--- src/hw/usda_pkg.sv ---
package usda_pkg;
    // aliases: sixteen words starting at alias 0, byte addresses inside the peripheral window
    localparam logic [31:0] ALIAS_BASE = 32'h50001130;
    localparam logic [31:0] ALIAS_6 = 32'h50001148;
    localparam logic [31:0] ALIAS_7 = 32'h5000114c;
    localparam logic [31:0] ALIAS_8 = 32'h50001150;
    localparam int ALIAS_COUNT = 16;
    localparam int ALIAS_SPAN = 64;
    // own control/status registers
    localparam logic [31:0] CTRL_ADDR = 32'h50001170;
    localparam logic [31:0] STAT_ADDR = 32'h50001174;
    localparam logic [31:0] IRQ_STAT_ADDR = 32'h50001178;
    localparam logic [31:0] IRQ_CLR_ADDR = 32'h5000117c;
    localparam logic [31:0] IRQ_EN_ADDR = 32'h50001180;
    localparam int CTRL_FIFO_EN = 0;
    localparam int CTRL_IR_MODE = 1;
    localparam int STAT_DATA_READY = 0;
    localparam int STAT_OVERRUN = 1;
    localparam int STAT_HOLDING_EMPTY = 5;
    localparam int EV_OVERRUN = 0;
    localparam int EV_RX_READY = 1;
    localparam int EV_TX_EMPTY = 2;
    localparam int EV_WIDTH = 3;
    localparam int DATA_W = 8;
    localparam int FIFO_DEPTH = 16;

    typedef struct packed {
        logic psel;
        logic penable;
        logic pwrite;
        logic [31:0] paddr;
        logic [31:0] pwdata;
    } usda_apb_req_s;

    typedef struct packed {
        logic pready;
        logic pslverr;
        logic [31:0] prdata;
    } usda_apb_rsp_s;
endpackage

--- src/hw/usda_shadow_alias.sv ---
`timescale 1ns/10ps
// Operation
// - sixteen word aliases share one data path
// - reads return received byte in bits 7:0
// - read data valid only with data ready
// - no fifo: new byte overwrites, flags overrun
// - fifo mode: read pops oldest entry
// - full receive fifo drops new byte, overrun
// - write queues low byte for transmit
// - no fifo: one write clears holding empty
// - no fifo: further writes replace pending byte
// - fifo mode accepts writes up to depth
// - writes to full transmit fifo discarded
module usda_shadow_alias #(
    parameter int DEPTH = usda_pkg::FIFO_DEPTH
) (
    // clock and reset
    input wire logic ref_clk,
    input wire logic rst,
    // apb slave
    input wire usda_pkg::usda_apb_req_s apbReq,
    output usda_pkg::usda_apb_rsp_s apbRsp,
    // receiver side: one-cycle strobe with the assembled character
    input wire logic rxStrobe,
    input wire logic [7:0] rxByte,
    // transmitter side: pops a byte when it is ready to shift one out
    input wire logic txTake,
    output logic [7:0] txByte,
    output logic txValid,
    output logic irMode,
    // status to the rest of the uart
    output logic dataReadyFlag,
    output logic holdingEmptyFlag,
    output logic overrunError,
    output logic irq
);
    localparam int AW = $clog2(DEPTH);
    localparam logic [AW:0] DEPTH_C = (AW + 1)'(DEPTH);
    localparam logic [AW:0] ONE_C = (AW + 1)'(1);

    function automatic logic isAlias(input logic [31:0] a);
        return a >= usda_pkg::ALIAS_BASE &&
            a < usda_pkg::ALIAS_BASE + 32'(usda_pkg::ALIAS_SPAN) && a[1:0] == 2'h0;
    endfunction

    logic [usda_pkg::DATA_W-1:0] rxMem [DEPTH];
    logic [usda_pkg::DATA_W-1:0] txMem [DEPTH];
    logic [AW-1:0] rxRd, rxWr, txRd, txWr;
    logic [AW:0] rxCnt, txCnt;
    logic fifoEn;
    logic [usda_pkg::EV_WIDTH-1:0] evStat, evEn;
    logic access, rdAlias, wrAlias, rxPop, rxPush, rxFull, txPush, txPop, txFull;
    logic [7:0] rxHead;
    logic [usda_pkg::EV_WIDTH-1:0] evSet;

    // single-cycle access phase: pready is high only in the cycle after setup
    assign access = apbReq.psel && apbReq.penable;
    assign rdAlias = access && !apbReq.pwrite && isAlias(apbReq.paddr);
    assign wrAlias = access && apbReq.pwrite && isAlias(apbReq.paddr);
    // in non-fifo mode the depth collapses to one entry
    assign rxFull = fifoEn ? (rxCnt == DEPTH_C) : (rxCnt != '0);
    assign txFull = fifoEn ? (txCnt == DEPTH_C) : (txCnt != '0);
    assign rxPop = rdAlias && rxCnt != '0;
    assign rxPush = rxStrobe && (!rxFull || !fifoEn);
    assign txPop = txTake && txCnt != '0;
    // without fifos a write replaces the pending byte instead of being dropped
    assign txPush = wrAlias && (!txFull || !fifoEn);
    assign rxHead = rxMem[rxRd];
    assign evSet[usda_pkg::EV_OVERRUN] = rxStrobe && rxFull &&
        !(rdAlias && !fifoEn);
    assign evSet[usda_pkg::EV_RX_READY] = rxPush;
    assign evSet[usda_pkg::EV_TX_EMPTY] = txPop && txCnt == ONE_C && !txPush;

    // receive store
    always_ff @(posedge ref_clk) begin
        if (rst) begin
            rxRd <= '0;
            rxWr <= '0;
            rxCnt <= '0;
        end else if (!fifoEn) begin
            // one-deep buffer at slot 0: a new byte overwrites any unread one
            rxRd <= '0;
            rxWr <= '0;
            if (rxPush) begin
                rxCnt <= ONE_C;
            end else if (rxPop) begin
                rxCnt <= '0;
            end
        end else begin
            if (rxPush) begin
                rxWr <= AW'((rxWr + 1'b1) % DEPTH);
            end
            if (rxPop) begin
                rxRd <= AW'((rxRd + 1'b1) % DEPTH);
            end
            rxCnt <= rxCnt + (rxPush ? ONE_C : '0) - (rxPop ? ONE_C : '0);
        end
    end

    always_ff @(posedge ref_clk) begin
        if (rxPush) begin
            rxMem[fifoEn ? rxWr : '0] <= rxByte;
        end
    end

    // transmit store
    always_ff @(posedge ref_clk) begin
        if (rst) begin
            txRd <= '0;
            txWr <= '0;
            txCnt <= '0;
        end else if (!fifoEn) begin
            txRd <= '0;
            txWr <= '0;
            if (txPush) begin
                txCnt <= ONE_C;
            end else if (txPop) begin
                txCnt <= '0;
            end
        end else begin
            if (txPush) begin
                txWr <= AW'((txWr + 1'b1) % DEPTH);
            end
            if (txPop) begin
                txRd <= AW'((txRd + 1'b1) % DEPTH);
            end
            txCnt <= txCnt + (txPush ? ONE_C : '0) - (txPop ? ONE_C : '0);
        end
    end

    always_ff @(posedge ref_clk) begin
        if (txPush) begin
            txMem[fifoEn ? txWr : '0] <= apbReq.pwdata[7:0];
        end
    end

    // transmitter view; a pop and a same-cycle replace both land, the write wins
    always_ff @(posedge ref_clk) begin
        if (rst) begin
            txByte <= '0;
            txValid <= 1'b0;
            holdingEmptyFlag <= 1'b1;
        end else begin
            txByte <= txMem[txRd];
            txValid <= txCnt != '0 && !txPop;
            holdingEmptyFlag <= (txCnt == '0 || (txPop && txCnt == ONE_C)) && !txPush;
        end
    end

    // control register and sticky events
    always_ff @(posedge ref_clk) begin
        if (rst) begin
            fifoEn <= 1'b0;
            irMode <= 1'b0;
            evEn <= '0;
        end else if (access && apbReq.pwrite) begin
            if (apbReq.paddr == usda_pkg::CTRL_ADDR) begin
                fifoEn <= apbReq.pwdata[usda_pkg::CTRL_FIFO_EN];
                irMode <= apbReq.pwdata[usda_pkg::CTRL_IR_MODE];
            end
            if (apbReq.paddr == usda_pkg::IRQ_EN_ADDR) begin
                evEn <= apbReq.pwdata[usda_pkg::EV_WIDTH-1:0];
            end
        end
    end

    // a set in the same cycle as a clear wins
    always_ff @(posedge ref_clk) begin
        if (rst) begin
            evStat <= '0;
        end else if (access && apbReq.pwrite && apbReq.paddr == usda_pkg::IRQ_CLR_ADDR) begin
            evStat <= (evStat & ~apbReq.pwdata[usda_pkg::EV_WIDTH-1:0]) | evSet;
        end else begin
            evStat <= evStat | evSet;
        end
    end

    // overrun in line status clears when the status word is read
    always_ff @(posedge ref_clk) begin
        if (rst) begin
            overrunError <= 1'b0;
        end else if (evSet[usda_pkg::EV_OVERRUN]) begin
            overrunError <= 1'b1;
        end else if (access && !apbReq.pwrite && apbReq.paddr == usda_pkg::STAT_ADDR) begin
            overrunError <= 1'b0;
        end
    end

    always_ff @(posedge ref_clk) begin
        if (rst) begin
            dataReadyFlag <= 1'b0;
            irq <= 1'b0;
        end else begin
            dataReadyFlag <= (rxCnt != '0 || rxPush) && !(rxPop && rxCnt == ONE_C && !rxPush);
            irq <= |((evStat | evSet) & evEn);
        end
    end

    // bus answer, registered from the setup cycle so it is ready in the access phase
    always_ff @(posedge ref_clk) begin
        if (rst) begin
            apbRsp <= '0;
        end else begin
            apbRsp.pready <= apbReq.psel && !apbReq.penable;
            apbRsp.pslverr <= 1'b0;
            apbRsp.prdata <= '0;
            if (apbReq.psel && !apbReq.penable && !apbReq.pwrite) begin
                if (isAlias(apbReq.paddr)) begin
                    // stale byte is returned as zero when nothing is ready
                    apbRsp.prdata <= {24'h000000, (rxCnt != '0) ? rxHead : 8'h00};
                end else if (apbReq.paddr == usda_pkg::CTRL_ADDR) begin
                    apbRsp.prdata <= {30'h0, irMode, fifoEn};
                end else if (apbReq.paddr == usda_pkg::STAT_ADDR) begin
                    apbRsp.prdata[usda_pkg::STAT_DATA_READY] <= rxCnt != '0;
                    apbRsp.prdata[usda_pkg::STAT_OVERRUN] <= overrunError;
                    apbRsp.prdata[usda_pkg::STAT_HOLDING_EMPTY] <= txCnt == '0;
                end else if (apbReq.paddr == usda_pkg::IRQ_STAT_ADDR) begin
                    apbRsp.prdata <= 32'(evStat);
                end else if (apbReq.paddr == usda_pkg::IRQ_EN_ADDR) begin
                    apbRsp.prdata <= 32'(evEn);
                end else if (apbReq.paddr != usda_pkg::IRQ_CLR_ADDR) begin
                    apbRsp.pslverr <= 1'b1;
                end
            end else if (apbReq.psel && !apbReq.penable && !isAlias(apbReq.paddr) &&
                apbReq.paddr != usda_pkg::CTRL_ADDR && apbReq.paddr != usda_pkg::IRQ_CLR_ADDR &&
                apbReq.paddr != usda_pkg::IRQ_EN_ADDR) begin
                apbRsp.pslverr <= 1'b1;
            end
        end
    end
endmodule

--- config.mk ---
export PLATFORM = sky130hd
export DESIGN_NAME = usda_shadow_alias
export DESIGN_NICKNAME = d
export VERILOG_FILES = /design/src/hw/usda_pkg.sv /design/src/hw/usda_shadow_alias.sv
export SDC_FILE = /design/constraint.sdc
export NUM_CORES = 1
export LEC_CHECK = 0
export BUFFER_PORTS_ARGS = -buffer_cell sky130_fd_sc_hd__buf_2
export CAP_MARGIN = 20
export CORE_UTILIZATION = 55
export DETAILED_ROUTE_END_ITERATION = 8
export PLACE_DENSITY_LB_ADDON = 0.2
export SLEW_MARGIN = 30
export SYNTH_ARGS = -nofsm -noshare
export SYNTH_HDL_FRONTEND = slang
export SYNTH_SLANG_ARGS = --single-unit
--- constraint.sdc ---
create_clock -name ref_clk -period 5.45 [get_ports ref_clk]
set_input_delay 0.2725 -clock ref_clk [delete_from_list [all_inputs] [get_ports ref_clk]]
set_output_delay 0.2725 -clock ref_clk [all_outputs]
set_load 0.05 [all_outputs]
==> Word-level counts from Yosys, hierarchy flattened <==
Memory sizes are Yosys's and may differ from the RTL's. A register that Yosys moved wholly into a read port is not among the register bits.
Cells that the tools add are included.
{ "op_classes": {"n_addsub": 8, "magnitude_cmp": 2, "n_eq_ne": 12, "n_mux": 39, "n_bitwise": 7, "n_reduce_logical": 57} }
{ "op_table": {"columns": ["operator", "n"], "rows": [
  ["equality test 32 x 31 -> 1 bit (second input constant)", 5],
  ["inequality test 32 x 31 -> 1 bit (second input constant)", 3],
  [">= comparator 32 x 31 -> 1 bit (second input constant)", 1],
  ["< comparator 32 x 31 -> 1 bit (second input constant)", 1],
  ["two-way mux 5 bit", 6],
  ["logical AND 1 bit", 29],
  ["two-way mux 27 bit", 1],
  ["two-way mux 8 bit", 3],
  ["two-way mux 1 bit", 20],
  ["adder 4 x 1 -> 4 bit (second input constant)", 4],
  ["two-way mux 4 bit", 4],
  ["two-way mux 3 bit", 4],
  ["zero test 1 bit", 11],
  ["adder 5 x 1 -> 5 bit", 2],
  ["equality test 5 x 1 -> 1 bit (second input constant)", 2],
  ["equality test 5 bit (second input constant)", 2],
  ["nonzero test 5 bit", 2],
  ["subtractor 5 x 1 -> 5 bit", 2],
  ["bitwise AND 3 bit", 2],
  ["OR 3 bit", 2],
  ["nonzero test 3 bit", 2],
  ["OR reduction 6 bit", 1],
  ["zero test 5 bit", 1],
  ["logical OR 1 bit", 4],
  ["other kinds (8)", 11]
]} }
{ "word_totals": {"reg_bits": 73, "ramBits": 256, "inputBits": 79, "out_inout_bits": 48, "elab_cells": 146, "n_memories": 2} }
{ "memory_table": {"columns": ["name", "words", "word_bits", "read_ports", "rd_ports_with_merged_regs", "wr", "line_no", "text"], "rows": [
  ["rxMem", 16, 8, 1, 1, 1, "usda_shadow_alias.sv:46", "logic [usda_pkg::DATA_W-1:0] rxMem [DEPTH];"],
  ["txMem", 16, 8, 1, 1, 1, "usda_shadow_alias.sv:47", "logic [usda_pkg::DATA_W-1:0] txMem [DEPTH];"]
]} }

==> Logic depth before layout (Yosys ltp) <==
Gate-level depths: netlist of the first run.
{ "logic_depth": {"word_depth": 10, "ltp_mapped": 16, "mapped_depth_nobuf": 16} }

==> Least setup slack after synthesis of the first run <==
Ideal clock, no wire load.
{ "synth_timing": {"path_kind": "in2reg", "from": "input apbReq[57] (netlist name)", "to": "register rxCnt[4]", "arrival_time_ns": 2.950, "required_ns": 5.379, "slack_ns": 2.429, "stages": 15, "cell_sequence": "nor4_1 nand4_1 buf_6 or4b_4 nor3_1 ha_1 inv_1 ha_1 inv_1 fa_1 nand2b_1 a21oi_1 nor3_1 nand3b_1 a21oi_1"} }
{ "synth_via": {"elab_chain_len": 8, "word_cells_on_any_way": 10} }
{ "synth_lines": {"columns": ["item", "line_no", "text"], "rows": [
  ["from (decl)", "usda_shadow_alias.sv:21", "input wire usda_pkg::usda_apb_req_s apbReq,"],
  [">= comparator 32 x 31 -> 1 bit or < comparator 32 x 31 -> 1 bit (tied branches)", "usda_shadow_alias.sv:42, usda_shadow_alias.sv:43", null],
  ["logical AND 1 bit *", "usda_shadow_alias.sv:42", "return a >= usda_pkg::ALIAS_BASE &&"],
  ["logical AND 1 bit *", "usda_shadow_alias.sv:43", "a < usda_pkg::ALIAS_BASE + 32'(usda_pkg::ALIAS_SPAN) && a[1:0] == 2'h0;"],
  ["logical AND 1 bit *", "usda_shadow_alias.sv:58", "assign rdAlias = access && !apbReq.pwrite && isAlias(apbReq.paddr);"],
  ["logical AND 1 bit *", "usda_shadow_alias.sv:63", "assign rxPop = rdAlias && rxCnt != '0;"],
  ["two-way mux 1 bit", "usda_shadow_alias.sv:96", "rxCnt <= rxCnt + (rxPush ? ONE_C : '0) - (rxPop ? ONE_C : '0);"],
  ["subtractor 5 x 1 -> 5 bit", "usda_shadow_alias.sv:96", null],
  ["two-way mux 5 bit", "usda_shadow_alias.sv:80", "end else if (!fifoEn) begin"],
  ["to (signal assigned)", "usda_shadow_alias.sv:96", null],
  ["to (decl)", "usda_shadow_alias.sv:49", "logic [AW:0] rxCnt, txCnt;"]
]} }
Every way passes the cells marked *; elsewhere a longest branch is shown, timed or not.
A chain may end at the register's enable or synchronous reset.

==> Worst setup path after layout of the first run <==
{ "layout_timing": {"from": "register rxCnt[3]", "to": "register rxCnt[4]"} }
{ "layout_via": {"elab_chain_len": 9, "word_cells_on_any_way": 14} }
{ "layout_lines": {"columns": ["item", "line_no", "text"], "rows": [
  ["equality test 5 bit or nonzero test 5 bit (tied branches)", "usda_shadow_alias.sv:61, usda_shadow_alias.sv:63", null],
  ["two-way mux 1 bit", "usda_shadow_alias.sv:61", "assign rxFull = fifoEn ? (rxCnt == DEPTH_C) : (rxCnt != '0);"],
  ["zero test 1 bit", "usda_shadow_alias.sv:64", "assign rxPush = rxStrobe && (!rxFull || !fifoEn);"],
  ["logical OR 1 bit", "usda_shadow_alias.sv:64", null],
  ["logical AND 1 bit", "usda_shadow_alias.sv:64", null],
  ["two-way mux 1 bit", "usda_shadow_alias.sv:96", null],
  ["adder 5 x 1 -> 5 bit", "usda_shadow_alias.sv:96", null],
  ["subtractor 5 x 1 -> 5 bit", "usda_shadow_alias.sv:96", null],
  ["two-way mux 5 bit", "usda_shadow_alias.sv:80", null]
]} }
Several ways; a longest one is shown, not always the timed one.

==> out/qor.txt, run 1 <==
outcome - completed
Synth Area per Inst - 16.7 um^2
Num CTS Buffers - 30
DR iter-0 viols - 609
vias per cell - 5.91
Port Buffers - 78
Initial Util - 0.558
antenna violations before repair - 0
Max Slew Vio Count - 0
synth unique cells - 65
EDFF count, synth - 256
total of max-cap violations - 0
# IOs - 127
setup ws final - 2.03 ns
class of the worst hold path - in -> reg
vias - 7135
RSZ-0062 raised after global routing - no
Reg clk slew, reported paths - 0.06 ns
antenna cells - 0
Worst path max stage delay - 0.49 ns
drt pass-1 iters - 4
post-route ant nets - 0
placed wire-length estimate - 17.1 mm
die extent in x - 156 um
Combinational Power Share - 0.029
grt total ovfl - 0
CP dominant cell by count - inv_1
die area - 24400 um^2
CP Data Arrival Time - 3.89 ns
Clock power frac - 0.426
Resize count post-CTS - 0
Max IR drop VDD - 0.235 mV
final setup TNS - 0 ns
final net count - 962
Critical Path End Type - flop
Seq/Total Area, Yosys - 0.682
Post-route DRC - 0
GRT Total Usage - 0.222
Reg power frac - 0.545
Vert. Die Dim - 156 um
Yosys top cell area share - 0.589
Leak Pwr - 0.00478 uW
Fmax - 0.292 GHz
Setup violations, final - 0
wire length per cell - 21.7 um
Final Skew - 0.00835 ns
Main synth FF type - edfxtp_1
most common cell after layout, fill and taps aside - edfxtp_1
ranking of synthesized cells by area - edfxtp_1 (59%), mux4_2 (13%), dfxtp_1 (9.4%), nor2_1 (1.6%), ha_1 (1.5%)
worst slew pin tran - 0.954 ns
Core ar. - 23400 um^2
pin count of the biggest net entering global routing - 34
Clock Tree Buf Depth - 3
Mapped Area - 13100 um^2
part of the cycle the worst path needs - 0.628
Critical Path, Cell by Cell - inv_1 -> ha_1 -> or3b_2 -> o21a_1 -> inv_1 -> ha_1 -> inv_1 -> ha_1 -> inv_1 -> fa_1 -> nand2b_1 -> a21oi_1 -> nor3_1 -> nand3b_1 -> a21oi_1
cell accounting for the most synthesized area - edfxtp_1
CTS tree - yes
first-pass GRT wire length - 40.4 mm
clock root buffer - clkbuf_16
setup repair bufs after CTS - 0
vias in the first global route - 7211
CTS Hold Bufs - 1
maximum fanout along the worst path - 8
Worst Path Required - 5.92 ns
Slew headroom - 0.362
Area Growth Syn to Fin - 12.6%
Placer Congestion - 0.851
cell-internal power - 3850 uW
# rows - 56
Startpoint Class - flop
net switching power figure - 963 uW
CTS sink count - 317
Synth Instances - 783
register bit total from synthesis - 317
hold_ws - 0.0440 ns
layout cells sized above 1 - 0.263
sw frac - 0.200
most frequent cells in the layout - edfxtp_1 (256), buf_2 (78), mux4_2 (74)
Routed WL - 26.2 mm
CP Class - reg -> reg
Crit-path slowest cell - or3b_2
power per cell area - 327 nW/um^2
dpl ws - 1.68 ns
Async SR Flop Fraction - 0
worst-skew pair later-pin latency - 0.54 ns
Fill cells - 1690
final hold violation count - 0
fin crit period - 3.42 ns
Synth warnings - 0
H-Tree Depth - 1
==> power groups by stage <==
stage               Combinational, uW  Sequential, uW  Clock, uW
global placement                  134            2670          0
global route                      151            2620       2170
detailed placement                140            2670          0
CTS                               140            2620       2080
floorplan                        79.4            2690          0
finish                            140            2620       2050
==> logic make-up after synthesis <==
family          after synthesis  share of synthesized area
flops                       317                      0.682
simple gates                189                     0.0792
mux                          92                      0.142
buf+inv                      86                     0.0333
compound gates               65                     0.0344
fa+ha+maj                    19                     0.0192
xor+xnor                     14                    0.00939
other cells                   1                   0.000287
==> per-stage QoR <==
step	instances	utilization	cell area [um^2]	power (uW)
floorplan	806	-	13100	2770
global placement	1151	0.585	13700	2810
detailed placement	1151	0.585	13700	2810
CTS	1208	0.628	14700	4840
global route	1208	0.628	14700	4940
finish	1208	0.628	14700	4810
==> critical path: cells and delay by family, from the launching register on <==
family / cells / cell delay, ns
buffers and inverters: 4 / 0.46
DFF: 1 / 0.33
adders and majority gates: 4 / 0.98
and+or+nand+nor: 4 / 0.91
AOI/OAI and AO/OA: 3 / 0.67
==> worst paths after layout <==
| path | endpoint | slack, ns | startpoint | depth (start not counted) |
|---|---|---|---|---|
| max | rxCnt[4] | 2.03 | rxCnt[3] | 15 |
| min | apbRsp[33] | 0.04 | apbReq[66] | 3 |
| max reg2reg | rxCnt[4] | 2.03 | rxCnt[3] | 15 |
| min reg2reg | evStat[1] | 0.50 | evStat[1] | 2 |
==> synthesized netlist by cell type, types with 11 or more instances <==
cell type / count
buf_4: 24
dfxtp_1: 61
nor2_1: 57
buf_2: 11
clkbuf_1: 24
a21oi_1: 21
mux2i_1: 14
mux4_2: 74
edfxtp_1: 256
nor3_1: 17
ha_1: 16
nand2_1: 29
inv_1: 23
==> sequential cells by signal (all words and copies together), names as in the netlist, named ones only <==
signal,cells
txCnt,5
txMem,128
irMode,1
rxCnt,5
txWr,4
txValid,1
txRd,4
holdingEmptyFlag,1
evStat,3
rxRd,4
rxWr,4
txByte,8
overrunError,1
dataReadyFlag,1
fifoEn,1
irq,1
apbRsp,10
evEn,3
rxMem,128
==> area by class of cell <==
class | instances | area (um^2) | share of cell area
flip-flops and latches | 317 | 8910 | 0.607
multi-input cells | 403 | 3840 | 0.261
clock buffers | 40 | 820 | 0.0558
repair buffers | 90 | 483 | 0.0329
well taps | 319 | 399 | 0.0272
clock inverters | 16 | 155 | 0.0106
inverters | 23 | 86.3 | 0.00588
==> metal layers <==
layer  wire length, um  GRT usage
met1             11300      0.312
met2             13000      0.371
met5                 0          0
met4               359     0.0495
met3              1510     0.0306
(Power assumes the default switching activity.)
==> inputs of run 2 (changes only) <==
- clock period: 5.45 -> 3.5 ns (I/O delays scaled with it)
==> run 2 against run 1 <==
Clock skew is 0.00074 ns higher. Largest power group unchanged. Sequential power up 56%. Global-route usage decreased by 0.12 points. Critical path depth did not move. Die area stayed put. First-iteration DRC count is 10% lower. Combinational power up 59%.
==> out/qor.txt, run 2 (synthesized netlist as in run 1, its figures left out) <==
class of the worst hold path - in -> reg (unchanged)
Worst path max stage delay - 0.50 ns (was 0.49 ns)
Clock Tree Buf Depth - 3 (unchanged)
CP Data Arrival Time - 3.73 ns (was 3.89 ns)
CP Class - reg -> reg (unchanged)
vias per cell - 5.86 (was 5.91)
Initial Util - 0.558 (unchanged)
Reg clk slew, reported paths - 0.06 ns (about the same)
critical register-to-register path endpoint - rxCnt[4] (unchanged)
part of the cycle the worst path needs - 0.935 (was 0.628)
largest registers - rxMem (128), txMem (128), apbRsp (10) (unchanged)
worst-skew pair later-pin latency - 0.54 ns (about the same)
final hold violation count - 0 (unchanged)
drt pass-1 iters - 5 (was 4)
# rows - 56 (unchanged)
pin count of the biggest net entering global routing - 29 (was 34)
antenna violations before repair - 0 (unchanged)
Resize count post-CTS - 0 (unchanged)
most frequent cells in the layout - edfxtp_1 (256), buf_2 (78), mux4_2 (74) (unchanged)
Core ar. - 23400 um^2 (unchanged)
final net count - 995 (was 962)
grt total ovfl - 0 (unchanged)
RSZ-0062 raised after global routing - no (unchanged)
Worst R2R Path Depth - 15 (unchanged)
setup repair bufs after CTS - 0 (unchanged)
layout cells sized above 1 - 0.278 (was 0.263)
most common cell after layout, fill and taps aside - edfxtp_1 (unchanged)
H-Tree Depth - 1 (unchanged)
Slew headroom - 0.384 (was 0.362)
post-route ant nets - 0 (unchanged)
Max IR drop VDD - 0.289 mV (was 0.235 mV)
outcome - completed (unchanged)
fin crit period - 3.27 ns (was 3.42 ns)
design area - 14900 um^2 (was 14700 um^2)
R2R Setup Slk - 0.23 ns (was 2.03 ns)
wire length per cell - 21.0 um (was 21.7 um)
total of max-cap violations - 0 (unchanged)
maximum fanout along the worst path - 8 (unchanged)
Post-route DRC - 0 (unchanged)
vias in the first global route - 7253 (was 7211)
CTS sink count - 317 (unchanged)
CP endpoint - rxCnt[4] (unchanged)
CTS tree - yes (unchanged)
Routed WL - 26.0 mm (was 26.2 mm)
Crit Reg-Reg Startpoint - rxCnt[3] (unchanged)
first-pass GRT wire length - 40.4 mm (about the same)
dpl cell area - 13900 um^2 (was 13700 um^2)
Port Buffers - 78 (unchanged)
placed wire-length estimate - 17.4 mm (was 17.1 mm)
die area - 24400 um^2 (unchanged)
Crit-path slowest cell - or3b_2 (unchanged)
final setup TNS - 0 ns (unchanged)
Worst Path Required - 3.96 ns (was 5.92 ns)
Setup violations, final - 0 (unchanged)
Area Growth Syn to Fin - 14.1% (was 12.6%)
CP dominant cell by count - inv_1 (unchanged)
die extent in x - 156 um (unchanged)
Num CTS Buffers - 30 (unchanged)
vias - 7271 (was 7135)
clock root buffer - clkbuf_16 (unchanged)
Fill cells - 1644 (was 1690)
DR iter-0 viols - 548 (was 609)
# IOs - 127 (unchanged)
GRT Total Usage - 0.221 (was 0.222)
Critical Path End Type - flop (unchanged)
Leak Pwr - 0.00496 uW (was 0.00478 uW)
worst slew pin tran - 0.916 ns (was 0.954 ns)
Fmax - 0.306 GHz (was 0.292 GHz)
Vert. Die Dim - 156 um (unchanged)
Final Skew - 0.00908 ns (was 0.00835 ns)
antenna cells - 0 (unchanged)
Critical Path, Cell by Cell - inv_1 -> ha_1 -> or3b_2 -> o21a_1 -> inv_1 -> ha_1 -> inv_1 -> ha_1 -> inv_1 -> fa_1 -> nand2b_1 -> a21oi_1 -> nor3_1 -> nand3b_1 -> a21oi_1 (unchanged)
power per cell area - 495 nW/um^2 (was 327 nW/um^2)
CTS Hold Bufs - 3 (was 1)
Startpoint Class - flop (unchanged)
Max Slew Vio Count - 0 (unchanged)
Placer Congestion - 0.912 (was 0.851)
Critical path origin - rxCnt[3] (unchanged)
## run 2: changes by cell type in the layout (fill, tap and decap cells not counted), moves of 3 or more
cell and delta:
buf_4 +29, nor2_1 +6, nor2_2 -6, clkinv_2 +4, clkbuf_1 -3
## run 2: worst max-delay path: cells and delay by family (launching register included)
kind                       cells  cell delay (ns)
DFF                            1             0.32
AOI/OAI and AO/OA              3             0.67
and+or+nand+nor                4             0.93
buffers and inverters          4             0.34
adders and majority gates      4             0.94
## run 2: final cells by class
class / count / area, um^2 / area share
flip-flops and latches: 317 / 8910 / 0.598
multi-input cells: 403 / 3800 / 0.255
clock buffers: 36 / 795 / 0.0533
repair buffers: 123 / 761 / 0.0511
well taps: 319 / 399 / 0.0268
clock inverters: 19 / 141 / 0.00949
inverters: 23 / 86.3 / 0.00580
## run 2: routing by layer
layer | GRT usage | vias up | part of all wire
met3 | 0.0306 | 43 | 0.065
met2 | 0.364 | 294 | 0.49
met1 | 0.313 | 3682 | 0.43
li1 | - | 3252 | -
met4 | 0.0560 | 0 | 0.019
met5 | 0 | - | 0
## run 2: how the worst min path moves through the flow
| stage | start | endpoint | slack (ns) | cells past startpoint |
|---|---|---|---|---|
| final | apbReq[65] | apbRsp[32] | 0.004 | 4 |
| after global routing | apbReq[4] | txMem[3][4] | 0.01 | 1 |
| after CTS | apbReq[65] | apbRsp[32] | 0.002 | 4 |
| after detailed placement | txTake | txValid | 0.42 | 2 |
| after global placement | txTake | txValid | 0.41 | 2 |
| after floorplan | txTake | txValid | 0.25 | 1 |
## run 2: through the flow
step	setup WS, ns	cells	power (uW)	hold WS [ns]	util
final	0.229	1240	7370	0.00415	0.637
after global routing	0.0456	1240	7570	0.0107	0.637
after CTS	0.255	1240	7410	0.00243	0.637
after detailed placement	0.239	1182	4380	0.415	0.595
after global placement	0.434	1182	4380	0.410	0.595
after floorplan	0.482	806	4310	0.254	-
## run 2: report_power, final
part           total, uW  switching [uW]  leakage, uW  internal, uW
clock network       3060            1310     0.000460          1760
registers           4080            5.18      0.00280          4080
logic                223             169      0.00169          54.0
